==> config.mk <==
export PLATFORM = sky130hd
export DESIGN_NAME = mcpct_top
export DESIGN_NICKNAME = d
export VERILOG_FILES = /design/src/logic/mcpct_pkg.sv /design/src/logic/mcpct_channel.sv /design/src/logic/mcpct_top.sv
export VERILOG_INCLUDE_DIRS = /design/src /design/src/logic
export SDC_FILE = /design/constraint.sdc
export NUM_CORES = 1
export LEC_CHECK = 0
export ABC_CLOCK_PERIOD_IN_PS = 9600
export BUFFER_PORTS_ARGS = -buffer_cell sky130_fd_sc_hd__buf_2
export CORE_ASPECT_RATIO = 1.4
export CORE_MARGIN = 5
export CORE_UTILIZATION = 50
export CTS_BUF_LIST = sky130_fd_sc_hd__clkbuf_8
export DETAILED_ROUTE_END_ITERATION = 8
export PLACE_DENSITY = 0.72
export SETUP_SLACK_MARGIN = 0.4
export SYNTH_ARGS = -nofsm -noshare
export SYNTH_HDL_FRONTEND = slang
export SYNTH_HIERARCHICAL = 1
export SYNTH_SLANG_ARGS = --single-unit
export TNS_END_PERCENT = 30
==> constraint.sdc <==
create_clock -name CLK_IN -period 9.6 [get_ports CLK_IN]
set_input_delay 1.92 -clock CLK_IN [delete_from_list [all_inputs] [get_ports CLK_IN]]
set_output_delay 1.92 -clock CLK_IN [all_outputs]
set_load 0.02 [all_outputs]
==> src/logic/mcpct_params.svh <==
// timer constants: field widths, reset values and encodings as macros
// assumes inclusion by bare name from logic/
`ifndef MCPCT_PARAMS_SVH
`define MCPCT_PARAMS_SVH
`define MCPCT_CNT_W        32
`define MCPCT_PSC_W        16
`define MCPCT_NCH          4
`define MCPCT_DT_W         8
`define MCPCT_CNT_RST      32'h00000000
`define MCPCT_ARR_RST      32'hFFFFFFFF
`define MCPCT_PSC_RST      16'h0000
`define MCPCT_CLK_MHZ      10
`define MCPCT_CLK_NS       100
`define MCPCT_MODE_IDLE    3'h0
`define MCPCT_MODE_CAPT    3'h1
`define MCPCT_MODE_OCMP    3'h2
`define MCPCT_MODE_PWM     3'h3
`define MCPCT_MODE_PULSE   3'h4
`define MCPCT_DIR_UP       2'h0
`define MCPCT_DIR_DOWN     2'h1
`define MCPCT_DIR_CENTER   2'h2
`define MCPCT_SLV_OFF      2'h0
`define MCPCT_SLV_GATE     2'h1
`define MCPCT_SLV_START    2'h2
`define MCPCT_SLV_CLOCK    2'h3
`define MCPCT_CLK_INT      2'h0
`define MCPCT_CLK_QUAD     2'h1
`define MCPCT_CLK_HALL     2'h2
`endif

==> src/logic/mcpct_pkg.sv <==
// timer types shared by the top and the channel module
// assumes mcpct_params.svh is on the include path
`include "mcpct_params.svh"
package mcpct_pkg;
  typedef logic [`MCPCT_CNT_W-1:0] mcpct_cnt_t;
  typedef logic [2:0]              mcpct_mode_t;
  typedef enum logic [1:0] {
    MCPCT_ST_STOP  = 2'h0,
    MCPCT_ST_RUN   = 2'h1,
    MCPCT_ST_DONE  = 2'h3
  } mcpct_state_t;
endpackage

==> src/logic/mcpct_channel.sv <==
// one capture/compare channel with complementary output and dead time
// assumes cap_in is already synchronised to CLK_IN
`timescale 1ns/1ns
`default_nettype none
`include "mcpct_params.svh"
module mcpct_channel
  import mcpct_pkg::*;
(
  input  wire logic                   clk,
  input  wire logic                   rst,
  input  wire logic [2:0]             mode,
  input  wire logic                   cap_pol,
  input  wire logic                   cap_in,
  input  wire logic [`MCPCT_CNT_W-1:0] cnt,
  input  wire logic [`MCPCT_CNT_W-1:0] cmp,
  input  wire logic                   tick,
  input  wire logic [`MCPCT_DT_W-1:0] dead,
  input  wire logic                   comp_en,
  output logic      [`MCPCT_CNT_W-1:0] capt,
  output logic                        event_p,
  output logic                        out_p,
  output logic                        out_n
);
  logic                  cap_prev;
  logic                  ref_lvl;
  logic                  ref_prev;
  logic [`MCPCT_DT_W-1:0] dcnt;
  logic                  edge_seen;

  assign edge_seen = (cap_in ^ cap_pol) & ~(cap_prev ^ cap_pol);

  // ====================================================================
  // capture and compare
  always_ff @(posedge clk) begin
    if (rst) begin
      cap_prev <= 1'b0;
      capt     <= `MCPCT_CNT_RST;
      event_p  <= 1'b0;
    end else begin
      cap_prev <= cap_in;
      event_p  <= 1'b0;
      if (mode == `MCPCT_MODE_CAPT && edge_seen) begin
        capt    <= cnt;
        event_p <= 1'b1;
      end else if (mode != `MCPCT_MODE_CAPT && mode != `MCPCT_MODE_IDLE && tick && cnt == cmp) begin
        event_p <= 1'b1;
      end
    end
  end

  // ====================================================================
  // reference waveform
  always_ff @(posedge clk) begin
    if (rst) begin
      ref_lvl <= 1'b0;
    end else begin
      unique case (mode)
        `MCPCT_MODE_PWM, `MCPCT_MODE_PULSE: ref_lvl <= (cnt < cmp);
        `MCPCT_MODE_OCMP: if (tick && cnt == cmp) ref_lvl <= ~ref_lvl;
        default:          ref_lvl <= 1'b0;
      endcase
    end
  end

  // ====================================================================
  // dead time: both outputs low until dead cycles pass after a ref change
  always_ff @(posedge clk) begin
    if (rst) begin
      ref_prev <= 1'b0;
      dcnt     <= '0;
      out_p    <= 1'b0;
      out_n    <= 1'b0;
    end else begin
      ref_prev <= ref_lvl;
      if (ref_lvl != ref_prev) begin
        // the change edge is itself the first dead cycle
        dcnt  <= (dead == '0) ? '0 : dead - 1'b1;
        out_p <= (dead == '0) & ref_lvl;
        out_n <= (dead == '0) & ~ref_lvl & comp_en;
      end else if (dcnt != '0) begin
        dcnt  <= dcnt - 1'b1;
        out_p <= 1'b0;
        out_n <= 1'b0;
      end else begin
        out_p <= ref_lvl;
        out_n <= ~ref_lvl & comp_en;
      end
    end
  end
endmodule
`default_nettype wire

==> src/logic/mcpct_top.sv <==
// multi channel pwm and capture timer top: prescaler, counter, slave and encoder
// assumes pins are asynchronous, controls come from logic on CLK_IN
// Functional notes
// the counter is 16 or 32 bits wide and counts up, down or up then down.
// a prescaler divides the clock by any factor from 1 to 65536.
// four channels each do capture, compare, pwm or one pulse.
// pwm is edge aligned, or centre aligned when counting up and down.
// the advanced variant drives complements with programmable dead time.
// three phases and their complements can appear on six outputs.
// duty runs from fully off to fully on inclusive.
// the counter holds while the cpu is halted in debug if freezing is set.
// trigger in and out let timers start, gate or clock one another.
// the timer raises its own dma request on timer events.
// quadrature encoder inputs count up or down by their phase.
// one to four hall sensor inputs can clock the counter and be captured; the code takes three, HALL_IN[2:0].
// a reduced variant is a 16-bit upcounter with one or two channels.
// the basic variant makes a trigger out for converters and waveforms.
// overflow or underflow reloads from auto reload and marks an update.
// one pulse mode stops the counter after the first update.
`timescale 1ns/1ns
`default_nettype none
`include "mcpct_params.svh"
module mcpct_top
  import mcpct_pkg::*;
(
  input  wire logic                      CLK_IN,
  input  wire logic                      SYS_RST_IN,
  input  wire logic                      ENABLE_IN,
  input  wire logic                      WIDE_IN,
  input  wire logic [1:0]                DIR_MODE_IN,
  input  wire logic [1:0]                CLK_SRC_IN,
  input  wire logic [1:0]                SLAVE_MODE_IN,
  input  wire logic                      ONE_PULSE_IN,
  input  wire logic                      DEBUG_FREEZE_IN,
  input  wire logic                      DEBUG_HALT_IN,
  input  wire logic                      COMP_EN_IN,
  input  wire logic                      DMA_EN_IN,
  input  wire logic [15:0]               PRESCALE_IN,
  input  wire logic [`MCPCT_CNT_W-1:0]   RELOAD_IN,
  input  wire logic [`MCPCT_DT_W-1:0]    DEAD_TIME_IN,
  input  wire logic [11:0]               CH_MODE_IN,
  input  wire logic [3:0]                CAP_POL_IN,
  input  wire logic [4*`MCPCT_CNT_W-1:0] CMP_IN,
  input  wire logic [3:0]                CAP_PIN_IN,
  input  wire logic                      ENC_A_IN,
  input  wire logic                      ENC_B_IN,
  input  wire logic [2:0]                HALL_IN,
  input  wire logic                      TRIG_IN,
  input  wire logic                      DMA_ACK_IN,
  output logic      [`MCPCT_CNT_W-1:0]   COUNT_OUT,
  output logic      [4*`MCPCT_CNT_W-1:0] CAPT_OUT,
  output logic      [3:0]                PWM_OUT,
  output logic      [3:0]                PWM_N_OUT,
  output logic                           UPDATE_OUT,
  output logic                           TRIG_OUT,
  output logic                           DMA_REQ_OUT,
  output logic                           RUNNING_OUT
);
  logic [3:0]        pin_s1, pin_s2;
  logic [5:0]        io_s1, io_s2;
  logic [5:0]        io_d;
  logic [15:0]       psc;
  mcpct_cnt_t        cnt, top;
  mcpct_state_t      state;
  logic              down;
  logic              tick;
  logic              src_step;
  logic              src_dir_dn;
  logic              trig_rise;
  logic              ovf;
  logic              gate_ok;
  logic              quad_step, quad_dn, hall_chg;
  logic [1:0]        sync_fill;
  logic              sync_ok;
  logic [3:0]        ch_evt;
  logic [3:0]        ch_p, ch_n;
  logic [4*`MCPCT_CNT_W-1:0] ch_capt;

  // ====================================================================
  // pin synchronisers; first stage is read only by the second
  always_ff @(posedge CLK_IN) begin
    if (SYS_RST_IN) begin
      pin_s1 <= 4'h0;
      pin_s2 <= 4'h0;
      io_s1  <= 6'h00;
      io_s2  <= 6'h00;
      io_d   <= 6'h00;
      sync_fill <= 2'h0;
    end else begin
      if (!sync_ok) sync_fill <= sync_fill + 2'h1;
      pin_s1 <= CAP_PIN_IN;
      pin_s2 <= pin_s1;
      io_s1  <= {TRIG_IN, HALL_IN, ENC_B_IN, ENC_A_IN};
      io_s2  <= io_s1;
      io_d   <= io_s2;
    end
  end

  assign top = WIDE_IN ? RELOAD_IN : {16'h0000, RELOAD_IN[15:0]};
  // edges masked until the delayed stage holds pin data, so reset cannot fake one
  assign sync_ok   = (sync_fill == 2'h3);
  assign trig_rise = sync_ok & io_s2[5] & ~io_d[5];
  // x4 quadrature: direction from which phase moved against the other
  assign quad_step = sync_ok & ((io_s2[0] ^ io_d[0]) | (io_s2[1] ^ io_d[1]));
  assign quad_dn   = (io_s2[0] ^ io_d[1]) ^ 1'b1;
  assign hall_chg  = sync_ok & (|(io_s2[4:2] ^ io_d[4:2]));

  always_comb begin
    src_dir_dn = (DIR_MODE_IN == `MCPCT_DIR_DOWN);
    unique case (CLK_SRC_IN)
      `MCPCT_CLK_QUAD: begin
        src_step   = quad_step;
        src_dir_dn = quad_dn;
      end
      `MCPCT_CLK_HALL: src_step = hall_chg;
      default:         src_step = (SLAVE_MODE_IN == `MCPCT_SLV_CLOCK) ? trig_rise : 1'b1;
    endcase
  end

  assign gate_ok = (SLAVE_MODE_IN != `MCPCT_SLV_GATE) | io_s2[5];

  // ====================================================================
  // run control: start by enable, which in start slave mode also waits for a trigger in rise; one pulse halts at update
  always_ff @(posedge CLK_IN) begin
    if (SYS_RST_IN) begin
      state <= MCPCT_ST_STOP;
    end else begin
      unique case (state)
        MCPCT_ST_STOP: if (ENABLE_IN && (SLAVE_MODE_IN != `MCPCT_SLV_START || trig_rise)) state <= MCPCT_ST_RUN;
        MCPCT_ST_RUN: begin
          if (!ENABLE_IN) state <= MCPCT_ST_STOP;
          else if (ONE_PULSE_IN && ovf) state <= MCPCT_ST_DONE;
        end
        MCPCT_ST_DONE: if (!ENABLE_IN) state <= MCPCT_ST_STOP;
        default: state <= MCPCT_ST_STOP;
      endcase
    end
  end

  // ====================================================================
  // prescaler: divide factor is PRESCALE_IN plus one
  always_ff @(posedge CLK_IN) begin
    if (SYS_RST_IN) begin
      psc <= `MCPCT_PSC_RST;
    end else if (state == MCPCT_ST_RUN && gate_ok && src_step && !(DEBUG_FREEZE_IN && DEBUG_HALT_IN)) begin
      psc <= (psc >= PRESCALE_IN) ? 16'h0000 : psc + 16'h0001;
    end
  end

  assign tick = (state == MCPCT_ST_RUN) && gate_ok && src_step && !(DEBUG_FREEZE_IN && DEBUG_HALT_IN)
                && (psc >= PRESCALE_IN);
  assign ovf = tick && (down ? (cnt == '0) : (cnt >= top));

  // ====================================================================
  // counter with reload; centre mode turns at the ends
  always_ff @(posedge CLK_IN) begin
    if (SYS_RST_IN) begin
      cnt  <= `MCPCT_CNT_RST;
      down <= 1'b0;
    end else if (tick) begin
      if (DIR_MODE_IN == `MCPCT_DIR_CENTER) begin
        if (!down && cnt >= top) begin
          down <= 1'b1;
          cnt  <= top - 1'b1;
        end else if (down && cnt == '0) begin
          down <= 1'b0;
          cnt  <= 32'h00000001;
        end else begin
          cnt <= down ? cnt - 1'b1 : cnt + 1'b1;
        end
      end else begin
        down <= src_dir_dn;
        if (src_dir_dn) cnt <= (cnt == '0) ? top : cnt - 1'b1;
        else            cnt <= (cnt >= top) ? '0 : cnt + 1'b1;
      end
    end
  end

  // ====================================================================
  // channels
  genvar gi;
  generate
    for (gi = 0; gi < `MCPCT_NCH; gi++) begin : g_ch
      mcpct_channel u_ch (
        .clk     (CLK_IN),
        .rst     (SYS_RST_IN),
        .mode    (CH_MODE_IN[3*gi +: 3]),
        .cap_pol (CAP_POL_IN[gi]),
        .cap_in  (gi == 0 && CLK_SRC_IN == `MCPCT_CLK_HALL ? hall_chg : pin_s2[gi]),
        .cnt     (cnt),
        .cmp     (CMP_IN[`MCPCT_CNT_W*gi +: `MCPCT_CNT_W]),
        .tick    (tick),
        .dead    (DEAD_TIME_IN),
        .comp_en (COMP_EN_IN),
        .capt    (ch_capt[`MCPCT_CNT_W*gi +: `MCPCT_CNT_W]),
        .event_p (ch_evt[gi]),
        .out_p   (ch_p[gi]),
        .out_n   (ch_n[gi])
      );
    end
  endgenerate

  // ====================================================================
  // outputs, all registered; dma request holds until acknowledged
  always_ff @(posedge CLK_IN) begin
    if (SYS_RST_IN) begin
      COUNT_OUT   <= `MCPCT_CNT_RST;
      CAPT_OUT    <= '0;
      PWM_OUT     <= 4'h0;
      PWM_N_OUT   <= 4'h0;
      UPDATE_OUT  <= 1'b0;
      TRIG_OUT    <= 1'b0;
      DMA_REQ_OUT <= 1'b0;
      RUNNING_OUT <= 1'b0;
    end else begin
      COUNT_OUT   <= cnt;
      CAPT_OUT    <= ch_capt;
      PWM_OUT     <= ch_p;
      PWM_N_OUT   <= ch_n;
      UPDATE_OUT  <= ovf;
      TRIG_OUT    <= ovf;
      RUNNING_OUT <= (state == MCPCT_ST_RUN);
      // set wins over acknowledge so no event is lost
      if (DMA_EN_IN && (ovf || |ch_evt)) DMA_REQ_OUT <= 1'b1;
      else if (DMA_ACK_IN)               DMA_REQ_OUT <= 1'b0;
    end
  end
endmodule
`default_nettype wire

Word level (Yosys, flattened, before mapping)
Index checks and enable logic that the tools add are counted.
{ "word_totals": {"out_inout_bits": 172, "in_bits": 226, "wordCells": 283, "register_bits": 434} }
{ "op_classes": {"n_lt_le_gt_ge": 6, "n_eq_ne": 46, "muxes": 65, "addsub": 10, "n_reduce_logical": 59, "bitwise_logic": 48} }
{ "ops": {"columns": ["operator", "count"], "rows": [
  ["$mux W32", 8],
  ["$eq A32 B32 Y1", 4],
  ["$lt A32 B32 Y1", 4],
  ["$mux W8", 9],
  ["$sub A32 B1 Y32 const B", 2],
  ["$sub A8 B1 Y8 const B", 5],
  ["$mux W1", 37],
  ["$add A32 B1 Y32 const B", 1],
  ["$ge A32 B32 Y1", 1],
  ["$logic_not A32 Y1", 1],
  ["$reduce_bool A8 Y1", 4],
  ["$logic_and A1 B1 Y1", 31],
  ["$and A1 B1 Y1", 24],
  ["$eq A3 B2 Y1 const B", 8],
  ["$add A16 B1 Y16 const B", 1],
  ["$ge A16 B16 Y1", 1],
  ["$mux W16", 1],
  ["$ne A3 B1 Y1 const B", 5],
  ["$eq A3 B1 Y1 const B", 4],
  ["$eq A3 B3 Y1 const B", 4],
  ["$reduce_bool A3 Y1", 4],
  ["$xor A1 B1 Y1", 11],
  ["$eq A2 B2 Y1 const B", 5],
  ["$ne A2 B1 Y1 const B", 5],
  ["21 further kinds", 54]
]} }

Depth between registers and ports, before layout
Gate-level depths: netlist of run 1.
{ "logic_depth": {"depth_word": 13, "mapped_depth": 15, "depth_no_buf": 14} }

Cells and area by module
The synthesis of run 1 kept the hierarchy.
{ "by_module_without_submodules": {"columns": ["module", "n_inst", "seq_area_each_um2", "area_per_inst_um2", "cells_per_inst"], "rows": [
  ["mcpct_top", 1, 5004.8, 12221.7, 1403],
  ["mcpct_channel", 4, 920.9, 2762.6, 325]
]} }

Worst setup path before layout of run 1
Ideal clock, no wire load.
{ "synth_timing": {"path_type": "input-to-reg", "start": "input WIDE_IN", "end": "register cnt[15]", "stages": 13, "required_time_ns": 9.494, "setup_slack_ns": 4.322, "setup_time_ns": 0.106, "n_path_buf": 5, "arrival_ns": 5.172, "path_cell_list": "clkbuf_1 > clkbuf_1 > clkbuf_1 > nand2_1 > ha_1 > nand4_1 > nor4_1 > and2_1 > a22o_1 > clkbuf_1 > buf_1 > a22oi_1 > o311ai_0"} }
{ "synth_between": {"elab_chain_cells": 5, "elab_cells_between_ends": 7, "classes_between": "1 x order compare; 5 x mux; 1 x reduce/logical"} }
{ "synth_lines": {"columns": ["item", "line_no", "text"], "rows": [
  ["start: declaration", "mcpct_top.sv:29", "input wire logic WIDE_IN,"],
  ["$mux W32 *", "mcpct_top.sv:99", "assign top = WIDE_IN ? RELOAD_IN : {16'h0000, RELOAD_IN[15:0]};"],
  ["$ge A32 B32 Y1 *", "mcpct_top.sv:162, mcpct_top.sv:174", null],
  ["$mux W32 or $logic_and A1 B1 Y1 (tied branches)", "mcpct_top.sv:174, mcpct_top.sv:162", null],
  ["$mux W32, on equally long branches", "mcpct_top.sv:173, mcpct_top.sv:162", null],
  ["$mux W32 *", "mcpct_top.sv:161", "if (DIR_MODE_IN == `MCPCT_DIR_CENTER) begin"],
  ["end signal: assignment", "mcpct_top.sv:164", "cnt <= top - 1'b1;"],
  ["end signal: assignment", "mcpct_top.sv:173", "if (src_dir_dn) cnt <= (cnt == '0) ? top : cnt - 1'b1;"],
  ["end signal: assignment", "mcpct_top.sv:174", "else cnt <= (cnt >= top) ? '0 : cnt + 1'b1;"],
  ["end: declaration", "mcpct_top.sv:63", "mcpct_cnt_t cnt, top;"]
]} }
Every way passes the cells marked *; elsewhere a longest branch is shown, timed or not.
A chain may end at the register's enable or synchronous reset.

Worst setup path after layout of run 1
{ "layout_timing": {"start": "input CLK_SRC_IN[0]", "end": "register cnt[14]"} }
{ "layout_between": {"elab_chain_cells": 5, "elab_cells_between_ends": 9, "classes_between": "2 x eq/ne; 4 x mux; 3 x reduce/logical"} }
{ "layout_lines": {"columns": ["item", "line_no", "text"], "rows": [
  ["start: declaration", "mcpct_top.sv:31", "input wire logic [1:0] CLK_SRC_IN,"],
  ["$eq A2 B2 Y1 or $eq A2 B1 Y1 (tied branches)", "mcpct_top.sv:110", "unique case (CLK_SRC_IN)"],
  ["$pmux W1 S2", "mcpct_top.sv:110", null],
  ["$logic_and A1 B1 Y1 (2 in series)", "mcpct_top.sv:150", "assign tick = (state == MCPCT_ST_RUN) && gate_ok && src_step && !(DEBUG_FREEZE_IN && DEBUG_HALT_IN)"],
  ["$logic_and A1 B1 Y1", "mcpct_top.sv:151", "&& (psc >= PRESCALE_IN);"],
  ["end signal: assignment", "mcpct_top.sv:158", "cnt <= `MCPCT_CNT_RST;"],
  ["end signal: assignment", "mcpct_top.sv:164", null],
  ["end signal: assignment", "mcpct_top.sv:169", "cnt <= down ? cnt - 1'b1 : cnt + 1'b1;"]
]} }
Several ways; a longest one is shown, not always the timed one.

==> metrics, run 1 <==
status completed; CP delay by family, top simple AND/OR/NAND/NOR gates; Initial Util 0.5051; post-synthesis cell count 2703; crit start category primary input; combinational share of power 0.158; arrival time worst endpoint 6.12 ns; clock slew at reported path FFs 0.07 ns; Die X-Extent 192.3 um; share of cells above drive strength 1 0.1886; Slew Limit Fails 0; CP required slightly above 10 ns; Top FF cell, synth dfxtp_1; dpl cells 3641; Final setup viols 0; kind of critical path primary input to flip-flop; Yosys cell types 76; Global Route Usage Sum 0.3051; GR Overflow Total 0; CTS tree built; Final Hold Vio Count 0; sw frac 0.2854; I/O Pins slightly below 400; syn_area_per_cell 8.610 um^2; Worst path max stage delay 0.85 ns; vias per cell 5.767; H-Tree Depth 3; max frequency 180.8 MHz; worst skew pair latency 0.66 ns; Leak Pwr 13.93 nW; CTS buffer count 70; Port Buffers 397; Post CTS Setup Buffer Count 0; Yosys reg bits 434; CP Capture Type flip-flop; vias 21750; register area share after synthesis 0.3733; vias in the first global route between 20000 and 25000; most used cell along the critical path inv_1; Max-Cap Viols 0; Post-synth EDFFs 0; crit path cell chain buf_2, inv_1, ha_1, inv_1, a311oi_1, a311oi_1, a2111oi_4, nand2_1, inv_1, nand2_1, or3_1, o21ai_0; Pwr per Cell Area 161.4 nW/um^2; Clock Sink Count 434; Max-slew headroom 0.2004; asr flop ratio synth 0; initial antenna violation count 5; Psw 1.268 mW; clock buffer depth 3; setup tns final 0 ns; Post-CTS Hold Fix Bufs 0; WP buf/inv 4; Internal Power around 3.2 mW; Pre-antenna DRT Iters 6; Max rail drop VDD 100.0 uV; type of the worst min-delay path flip-flop to flip-flop; Netlist Area Pre-Place 23270 um^2; Final Cycle Share 0.5761; fillers 4120; final worst-path setup slack 4.069 ns; largest net degree at the start of global routing between 100 and 150; Antenna Nets Post-Route 0; Layout Cells excl Fill 3771; Initial DRC Count 1769; die area a little over 50000 um^2; first-pass GRT wire length ~120 mm; fin crit period 5.531 ns; clock power share 0.403; worst-margin pin slew roughly 1.2 ns; WL final 81.03 mm; Slowest cell on crit path a2111oi_4; dpl ws 3.530 ns; CTS root buf clkbuf_8; RSZ-0062 raised after global routing false; Layout Skew 0.04722 ns; sequential power share 0.438; core area 46080 um^2; YS warnings 6; drc violations 0; Crit Path Max Fanout 20; Syn Nets 3121; # nets final 3514; row count 93; dpl hpwl around 59 mm; GPL Wtd Cong about 0.97; area growth from synthesis to layout 18.35%; routed len/inst 21.49 um; Resize count post-CTS 0; Tot Pwr 4.445 mW; Die H 265.3 um
[worst reg2reg max path: stages (launching register included)]
cell,delay [ns]
dfxtp_1,0.36
ha_1,0.30
inv_1,0.09
a311oi_1,0.29
a311oi_1,0.13
a2111oi_4,0.85
nand2_1,0.70
inv_1,0.82
nand2_1,0.51
or3_1,0.48
o21ai_0,0.07
[power by group through the flow]
stage / sequential, mW / combinational (mW) / clock, mW
floorplan: 1.97 / 0.499 / 0
finish: 1.95 / 0.703 / 1.79
detailed placement: 1.98 / 0.692 / 0
global placement: 1.98 / 0.664 / 0
CTS: 1.95 / 0.698 / 1.82
global route: 1.96 / 0.784 / 1.91
[per-stage QoR]
stage / hold slack [ns] / utilization / cell area, um^2
2_1_floorplan: 0.4138 / - / 23270
3_3_place_gp: 0.4177 / 0.5631 / 25950
3_5_place_dp: 0.4234 / 0.5631 / 25950
4_1_cts: 0.4373 / 0.5975 / 27530
5_1_grt: 0.4599 / 0.5977 / 27540
6_report: 0.4310 / 0.5977 / 27540
[placed cells by master, fill, tap and decap left out, types with 70 or more instances in the layout]
master	instances
dfxtp_1	434
buf_2	396
nor2_1	303
inv_1	226
nor2b_1	207
ha_1	192
nand2_1	160
mux2i_1	148
a21oi_1	144
clkbuf_8	84
o21ai_0	75
xor2_1	75
nand3_1	70
[logic make-up after synthesis]
logic type	synth area share
compound gates	0.1279
fa+ha+maj	0.1032
simple gates	0.2201
xor+xnor	0.05382
flops	0.3733
mux	0.06559
buf+inv	0.05602
[worst paths after layout]
kind / startpoint / to / slack, ns / cells after the start
setup reg to reg: sync_fill[0]$_SDFFE_PP0P_ / cnt[14]$_SDFFE_PP0P_ / 4.98 / 10
setup / recovery: CLK_SRC_IN[0] / cnt[14]$_SDFFE_PP0P_ / 4.07 / 12
hold / removal: io_s1[5]$_SDFF_PP0_ / io_s2[5]$_SDFF_PP0_ / 0.43 / 1
hold reg to reg: io_s1[5]$_SDFF_PP0_ / io_s2[5]$_SDFF_PP0_ / 0.43 / 1
[per-layer routing]
| layer | vias to the layer above | part of all wire | track usage |
|---|---|---|---|
| li1 | 10160 | - | - |
| met1 | 10230 | 0.37 | 0.3592 |
| met2 | 1073 | 0.48 | 0.5116 |
| met3 | 286 | 0.078 | 0.05566 |
| met4 | 2 | 0.067 | 0.1884 |
| met5 | - | 0.00016 | 0 |
[registers in the layout, indices dropped and copies added (netlist names), 16 cells and up]
name            cells
g_ch.u_ch/dcnt     32
COUNT_OUT          32
CAPT_OUT          128
cnt                32
psc                16
g_ch.u_ch/capt    128
[cells in the mapped netlist (20+ instances only)]
cell,number,area [um^2]
nor2b_1,208,1301
o22ai_1,23,143.9
a21o_1,26,195.2
dfxtp_1,434,8688
nand4_1,58,362.9
nor2_1,303,1137
ha_1,192,2402
clkbuf_1,92,345.3
xnor2_1,68,595.6
a21oi_1,145,725.7
o21ai_0,75,375.4
xor2_1,75,656.9
and3_1,21,131.4
mux2i_1,148,1481
nor3_1,26,130.1
inv_1,205,769.5
a211oi_1,28,210.2
nand3_1,75,375.4
nand2_1,160,600.6
nor4_1,38,237.7
a221oi_1,20,175.2
[cell type report]
cell class	count	area (um^2)	area share
Sequential cell	434	8688	0.3154
Clock inverter	41	425.4	0.01545
Clock buffer	84	1156	0.04198
Inverter	206	773.2	0.02807
Multi-Input combinational cell	1936	13340	0.4842
Tap cell	617	772.0	0.02803
Antenna cell	5	12.51	0.0004543
Timing Repair Buffer	448	2380	0.08640
Power figures use the tool's default switching activity.
==> inputs of run 2 (changes only) <==
--- a/config.mk
+++ b/config.mk
@@ -6,14 +6,14 @@
 export SDC_FILE = /design/constraint.sdc
 export NUM_CORES = 1
 export LEC_CHECK = 0
-export ABC_CLOCK_PERIOD_IN_PS = 9600
+export ABC_CLOCK_PERIOD_IN_PS = 5050
 export BUFFER_PORTS_ARGS = -buffer_cell sky130_fd_sc_hd__buf_2
 export CORE_ASPECT_RATIO = 1.4
 export CORE_MARGIN = 5
 export CORE_UTILIZATION = 50
 export CTS_BUF_LIST = sky130_fd_sc_hd__clkbuf_8
 export DETAILED_ROUTE_END_ITERATION = 8
-export PLACE_DENSITY = 0.72
+export PLACE_DENSITY = 0.75
 export SETUP_SLACK_MARGIN = 0.4
 export SYNTH_ARGS = -nofsm -noshare
 export SYNTH_HDL_FRONTEND = slang
==> constraint.sdc (replaced) <==
create_clock -name CLK_IN -period 5.05 [get_ports CLK_IN]
set_input_delay 1.01 -clock CLK_IN [delete_from_list [all_inputs] [get_ports CLK_IN]]
set_output_delay 1.01 -clock CLK_IN [all_outputs]
set_load 0.02 [all_outputs]
==> run 2 against run 1 <==
Clock-buffer cell count is 3 lower; register-to-register slack worse by 4.0 ns; die area stayed put; sequential share of layout area is 0.051 points lower; largest cell class unchanged.
==> metrics, run 2 (synthesis results as in run 1) <==
largest registers CAPT_OUT: 128 flops, g_ch.u_ch/capt: 128 flops (unchanged); # nets final 3533 (was 3514); Final Hold Vio Count 0 (unchanged); type of the worst min-delay path flip-flop to flip-flop (unchanged); fin crit period between 4 and 5 ns; Crit Path Max Fanout 16 (was 20); Layout Cells excl Fill 3785 (was 3771); Util after Layout 0.5987 (was 0.5977); first-pass GRT wire length 123.5 mm (was 121.8 mm); row count 93 (unchanged); Post CTS Setup Buffer Count 0 (unchanged); Hold Path Origin io_s1[2]$_SDFF_PP0_ (was io_s1[5]$_SDFF_PP0_); vias per cell 5.791 (was 5.767); crit start category flip-flop (was primary input); most used cell along the critical path o21ai_0 (was inv_1); status completed (unchanged); share of cells above drive strength 1 0.1941 (was 0.1886); Slowest cell on crit path dfxtp_1 (was a2111oi_4); worst skew pair latency 0.64 ns (was 0.66 ns); clock buffer depth 3 (unchanged); FF-to-FF End cnt[6]$_SDFFE_PP0P_ (was cnt[14]$_SDFFE_PP0P_); core area 46080 um^2 (unchanged); most frequent cells in the layout 434 x dfxtp_1, 396 x buf_2, 303 x nor2_1 (unchanged); routed len/inst 21.91 um (was 21.49 um); Max rail drop VDD 268.5 uV (was 100.0 uV); drc violations 0 (unchanged); Max-slew headroom 0.3015 (was 0.2004); worst r2r path cells 11 (was 10); Leak Pwr 13.95 nW (was 13.93 nW); Die X-Extent 192.3 um (unchanged); R2R Setup Slk 0.93 ns (was 4.98 ns); Antenna Nets Post-Route 0 (unchanged); area growth from synthesis to layout 18.54% (was 18.35%); dpl cells 3662 (was 3641); Port Buffers 397 (unchanged); vias in the first global route 21770 (was 21730); CP Capture Type flip-flop (unchanged); Post-CTS Hold Fix Bufs 0 (unchanged); H-Tree Depth 3 (unchanged); Resize count post-CTS 0 (unchanged); CP required 5.63 ns (was 10.19 ns); largest net degree at the start of global routing 101 (was 111); CTS tree built (unchanged); Clock Sink Count 434 (unchanged); WL final 82.93 mm (was 81.03 mm); CTS buffer count 68 (was 70); Layout Skew 0.02387 ns (was 0.04722 ns); WP buf/inv 2 (was 4); CTS root buf clkbuf_8 (unchanged); Final Cycle Share 0.8149; setup tns final 0 ns (unchanged); Crit Reg-Reg Startpoint cnt[0]$_SDFFE_PP0P_ (was sync_fill[0]$_SDFFE_PP0P_); RSZ-0062 raised after global routing false (unchanged); Final setup viols 0 (unchanged); Max-Cap Viols 0 (unchanged); Pwr per Cell Area 299.9 nW/um^2 (was 161.4 nW/um^2); Pre-antenna DRT Iters 6 (unchanged); cell count of the worst hold path 1 (unchanged); max frequency roughly 240 MHz; GPL Wtd Cong 1.022 (was 0.9706); Worst path max stage delay 0.83 ns (was 0.85 ns); Initial Util 0.5051 (unchanged); Slew Limit Fails 0 (unchanged); kind of critical path flip-flop to flip-flop (was primary input to flip-flop); vias 21920 (was 21750); arrival time worst endpoint 4.69 ns (was 6.12 ns); GR Overflow Total 0 (unchanged); crit path cell chain inv_1, ha_1, nor2b_1, o21ai_0, a21oi_1, o21ai_1, a22o_1, buf_4, mux2_2, o21ai_0, a21o_1 (was buf_2, inv_1, ha_1, inv_1, a311oi_1, a311oi_1, a2111oi_4, nand2_1, inv_1, nand2_1, or3_1, o21ai_0); most common cell after layout, fill and taps aside dfxtp_1 (unchanged); dpl hpwl 61.95 mm (was 58.99 mm); CP delay by family, top compound AO/OA/AOI/OAI gates (was simple AND/OR/NAND/NOR gates); Initial DRC Count 1572 (was 1769); worst-margin pin slew 1.038 ns (was 1.188 ns); clock slew at reported path FFs 0.06 ns (was 0.07 ns); Die H 265.3 um (unchanged); Global Route Usage Sum 0.3118 (was 0.3051); I/O Pins 398 (unchanged); Hold Path Sink io_s2[2]$_SDFF_PP0_ (was io_s2[5]$_SDFF_PP0_); die area 51020 um^2 (unchanged); initial antenna violation count 5 (unchanged)
## run 2: changes by cell type in the layout (fill, tap and decap cells not counted), moves of 2 or more
cell / change
buf_4: +20
inv_1: -8
clkinv_2: +5
clkinv_8: -4
clkbuf_8: -3
clkinvlp_4: +3
inv_8: +2
## run 2: cell type report
type / instances / area [um^2]
antenna: 5 / 12.51
clock buffer: 81 / 1115
clock inverter: 37 / 354.1
fill: 4165 / 18490
inverter: 206 / 773.2
multi-input combinational: 1936 / 13320
sequential: 434 / 8688
tap: 617 / 772.0
timing repair buffer: 469 / 2550
## run 2: power breakdown
group / switching, mW / total (mW) / internal, mW / leakage [nW]
sequential: 0.135 / 3.70 / 3.57 / 3.51
combinational: 0.771 / 1.35 / 0.575 / 9.64
clock: 1.44 / 3.22 / 1.78 / 0.800
## run 2: worst max path at each step
stage	start	end	slack, ns	cells after the start
6_report	cnt[0]$_SDFFE_PP0P_	cnt[6]$_SDFFE_PP0P_	0.93	11
5_1_grt	cnt[0]$_SDFFE_PP0P_	cnt[6]$_SDFFE_PP0P_	0.94	11
4_1_cts	cnt[0]$_SDFFE_PP0P_	cnt[6]$_SDFFE_PP0P_	1.10	11
3_5_place_dp	PRESCALE_IN[11]	cnt[14]$_SDFFE_PP0P_	0.61	13
3_3_place_gp	PRESCALE_IN[11]	cnt[14]$_SDFFE_PP0P_	0.67	13
2_1_floorplan	WIDE_IN	cnt[15]$_SDFFE_PP0P_	0.68	13
## run 2: metrics by stage
stage	area [um^2]	total power [mW]	setup slack [ns]	hold slack (ns)
2_1_floorplan	23270	4.688	0.6824	0.4138
3_3_place_gp	26110	5.054	0.6698	0.4196
3_5_place_dp	26110	5.098	0.6103	0.4243
4_1_cts	27580	8.323	1.100	0.4254
5_1_grt	27590	8.681	0.9421	0.4536
6_report	27590	8.272	0.9349	0.4364
## run 2: metal layers
layer | track usage | routed length (um) | vias to the layer above
li1 | - | - | 10210
met4 | 0.2167 | 6420 | 2
met3 | 0.04923 | 5880 | 321
met2 | 0.5249 | 39560 | 1044
met5 | 0 | 12 | -
met1 | 0.3598 | 31050 | 10350
==> inputs of run 3 (changes only) <==
--- a/config.mk
+++ b/config.mk
@@ -6,14 +6,14 @@
 export SDC_FILE = /design/constraint.sdc
 export NUM_CORES = 1
 export LEC_CHECK = 0
-export ABC_CLOCK_PERIOD_IN_PS = 5050
+export ABC_CLOCK_PERIOD_IN_PS = 4050
 export BUFFER_PORTS_ARGS = -buffer_cell sky130_fd_sc_hd__buf_2
 export CORE_ASPECT_RATIO = 1.4
 export CORE_MARGIN = 5
 export CORE_UTILIZATION = 50
 export CTS_BUF_LIST = sky130_fd_sc_hd__clkbuf_8
 export DETAILED_ROUTE_END_ITERATION = 8
-export PLACE_DENSITY = 0.75
+export PLACE_DENSITY = 0.72
 export SETUP_SLACK_MARGIN = 0.4
 export SYNTH_ARGS = -nofsm -noshare
 export SYNTH_HDL_FRONTEND = slang
==> constraint.sdc (replaced) <==
create_clock -name CLK_IN -period 4.05 [get_ports CLK_IN]
set_input_delay 0.81 -clock CLK_IN [delete_from_list [all_inputs] [get_ports CLK_IN]]
set_output_delay 0.81 -clock CLK_IN [all_outputs]
set_load 0.02 [all_outputs]
==> run 3 against run 2 <==
Hold slack worse by 0.080 ns; via count up 0.68%; critical path type unchanged; highest routed layer is now met4; power up 26%; global-route usage up 1.4 points; die area unchanged; clock skew up 0.0089 ns.
==> metrics, run 3 (synthesis results as in run 1) <==
largest registers CAPT_OUT: 128 flops, g_ch.u_ch/capt: 128 flops (unchanged); Crit Path Max Fanout 10 (was 16); Port Buffers 397 (unchanged); CP delay by family, top compound AO/OA/AOI/OAI gates (unchanged); CP required 4.67 ns (was 5.63 ns); area growth from synthesis to layout 20.46% (was 18.54%); Max rail drop VDD 261.0 uV (was 268.5 uV); Max-Cap Viols 0 (unchanged); Initial Util 0.5051 (unchanged); Die X-Extent 192.3 um (unchanged); CP Capture Type flip-flop (unchanged); area of the multi-input gates 13350 um^2 (was 13320 um^2); Final Cycle Share 0.8212 (was 0.8149); largest net degree at the start of global routing 97 (was 101); H-Tree Depth 3 (unchanged); type of the worst min-delay path primary input to flip-flop (was flip-flop to flip-flop); crit start category flip-flop (unchanged); CTS buffer count 70 (was 68); # nets final 3583 (was 3533); Worst path max stage delay 0.74 ns (was 0.83 ns); die area 51020 um^2 (unchanged); first-pass GRT wire length 128.2 mm (was 123.5 mm); Post CTS Setup Buffer Count 0 (unchanged); most common cell after layout, fill and taps aside dfxtp_1 (unchanged); RSZ-0062 raised after global routing false (unchanged); Antenna Nets Post-Route 0 (unchanged); Max-slew headroom 0.3561 (was 0.3015); arrival time worst endpoint 3.94 ns (was 4.69 ns); Slowest cell on crit path dfxtp_1 (unchanged); CTS root buf clkbuf_8 (unchanged); detailed-routed wire length on met2 41.02 mm (was 39.56 mm); fillers 4120 (was 4165); Final setup viols 0 (unchanged); met3 wire length 6.325 mm (was 5.880 mm); Tot Pwr 10.40 mW (was 8.272 mW); final worst-path setup slack 0.7240 ns (was 0.9349 ns); dpl ws 0.2040 ns (was 0.6103 ns); setup tns final 0 ns (unchanged); status completed (unchanged); Slew Limit Fails 0 (unchanged); kind of critical path flip-flop to flip-flop (unchanged); Leak Pwr 14.23 nW (was 13.95 nW); worst-margin pin slew 0.9570 ns (was 1.038 ns); WP buf/inv 1 (was 2); crit path cell chain ha_1, and4_1, a221oi_1, o21ai_1, a22o_1, buf_4, or4b_2, a31oi_1, a21o_1 (was inv_1, ha_1, nor2b_1, o21ai_0, a21oi_1, o21ai_1, a22o_1, buf_4, mux2_2, o21ai_0, a21o_1); Seq. cell area 8688 um^2 (unchanged); CTS tree built (unchanged); initial antenna violation count 7 (was 5); Post-CTS Hold Fix Bufs 0 (unchanged); fin crit period 3.326 ns (was 4.115 ns); vias 22070 (was 21920); Top Metal Used met4 (was met5); row count 93 (unchanged); worst skew pair latency 0.68 ns (was 0.64 ns); drc violations 0 (unchanged); Layout Cells excl Fill 3843 (was 3785); WL met1 31.95 mm (was 31.05 mm); core area 46080 um^2 (unchanged); Die H 265.3 um (unchanged); max frequency 300.7 MHz (was 243.0 MHz); I/O Pins 398 (unchanged); routed len/inst 22.44 um (was 21.91 um); Layout Skew 0.03275 ns (was 0.02387 ns); vias per cell 5.743 (was 5.791); Final Hold Vio Count 0 (unchanged); Initial DRC Count 1578 (was 1572); Pre-antenna DRT Iters 5 (was 6); vias in the first global route 22480 (was 21770); GPL Wtd Cong 1.017 (was 1.022); GR Overflow Total 0 (unchanged); Resize count post-CTS 0 (unchanged); Clock Sink Count 434 (unchanged); most frequent cells in the layout 434 x dfxtp_1, 396 x buf_2, 303 x nor2_1 (unchanged); share of cells above drive strength 1 0.2074 (was 0.1941); Global Route Usage Sum 0.3256 (was 0.3118); clock buffer depth 3 (unchanged); WL final 86.22 mm (was 82.93 mm); Util after Layout 0.6084 (was 0.5987); clock slew at reported path FFs 0.07 ns (was 0.06 ns); dpl hpwl 64.65 mm (was 61.95 mm); dpl cells 3710 (was 3662); Pwr per Cell Area 370.9 nW/um^2 (was 299.9 nW/um^2)
run 3: cell types whose count changed in the layout (fill, tap and decap cells not counted), sizes merged:
cell	delta
clkinv	+6
diode	+5
inv	+2
clkbuf	+2
clkinvlp	-3
buf	+48
bufinv	-2
run 3: power breakdown:
part	leakage (nW)	total (mW)	internal [mW]	switching [mW]
combinational	9.90	1.73	0.731	0.997
sequential	3.51	4.62	4.45	0.169
clock	0.824	4.05	2.16	1.89
run 3: worst register-to-register path, stage by stage (launching register included):
cell and delay [ns]:
dfxtp_1 0.74, ha_1 0.36, and4_1 0.17, a221oi_1 0.25, o21ai_1 0.35, a22o_1 0.31
buf_4 0.16, or4b_2 0.65, a31oi_1 0.18, a21o_1 0.10
run 3: worst paths after layout:
kind,startpoint,endpoint,slack (ns),cells past startpoint
setup reg to reg,cnt[15]$_SDFFE_PP0P_,cnt[22]$_SDFFE_PP0P_,0.72,9
hold reg to reg,io_s1[5]$_SDFF_PP0_,io_s2[5]$_SDFF_PP0_,0.43,1
setup / recovery,cnt[15]$_SDFFE_PP0P_,cnt[22]$_SDFFE_PP0P_,0.72,9
hold / removal,ENC_B_IN,io_s1[1]$_SDFF_PP0_,0.36,2
run 3: layout make-up:
class / instances / area share
Clock inverter: 40 / 0.01205
Inverter: 206 / 0.02758
Tap cell: 617 / 0.02754
Multi-Input combinational cell: 1936 / 0.4761
Antenna cell: 10 / 0.0008926
Clock buffer: 83 / 0.04075
Sequential cell: 434 / 0.3099
Timing Repair Buffer: 517 / 0.1052
run 3: metrics by stage:
| stage | cell area [um^2] | hold WS, ns |
|---|---|---|
| finish | 28030 | 0.3564 |
| global route | 28030 | 0.3251 |
| CTS | 28010 | 0.3184 |
| detailed placement | 26530 | 0.4204 |
| global placement | 26530 | 0.4179 |
| floorplan | 23310 | 0.4138 |
run 3: metal layers:
| metal | global-route usage | vias up |
|---|---|---|
| met1 | 0.3725 | 10440 |
| met5 | 0 | - |
| met2 | 0.5452 | 1003 |
| met3 | 0.05881 | 306 |
| met4 | 0.2287 | 0 |
| li1 | - | 10320 |
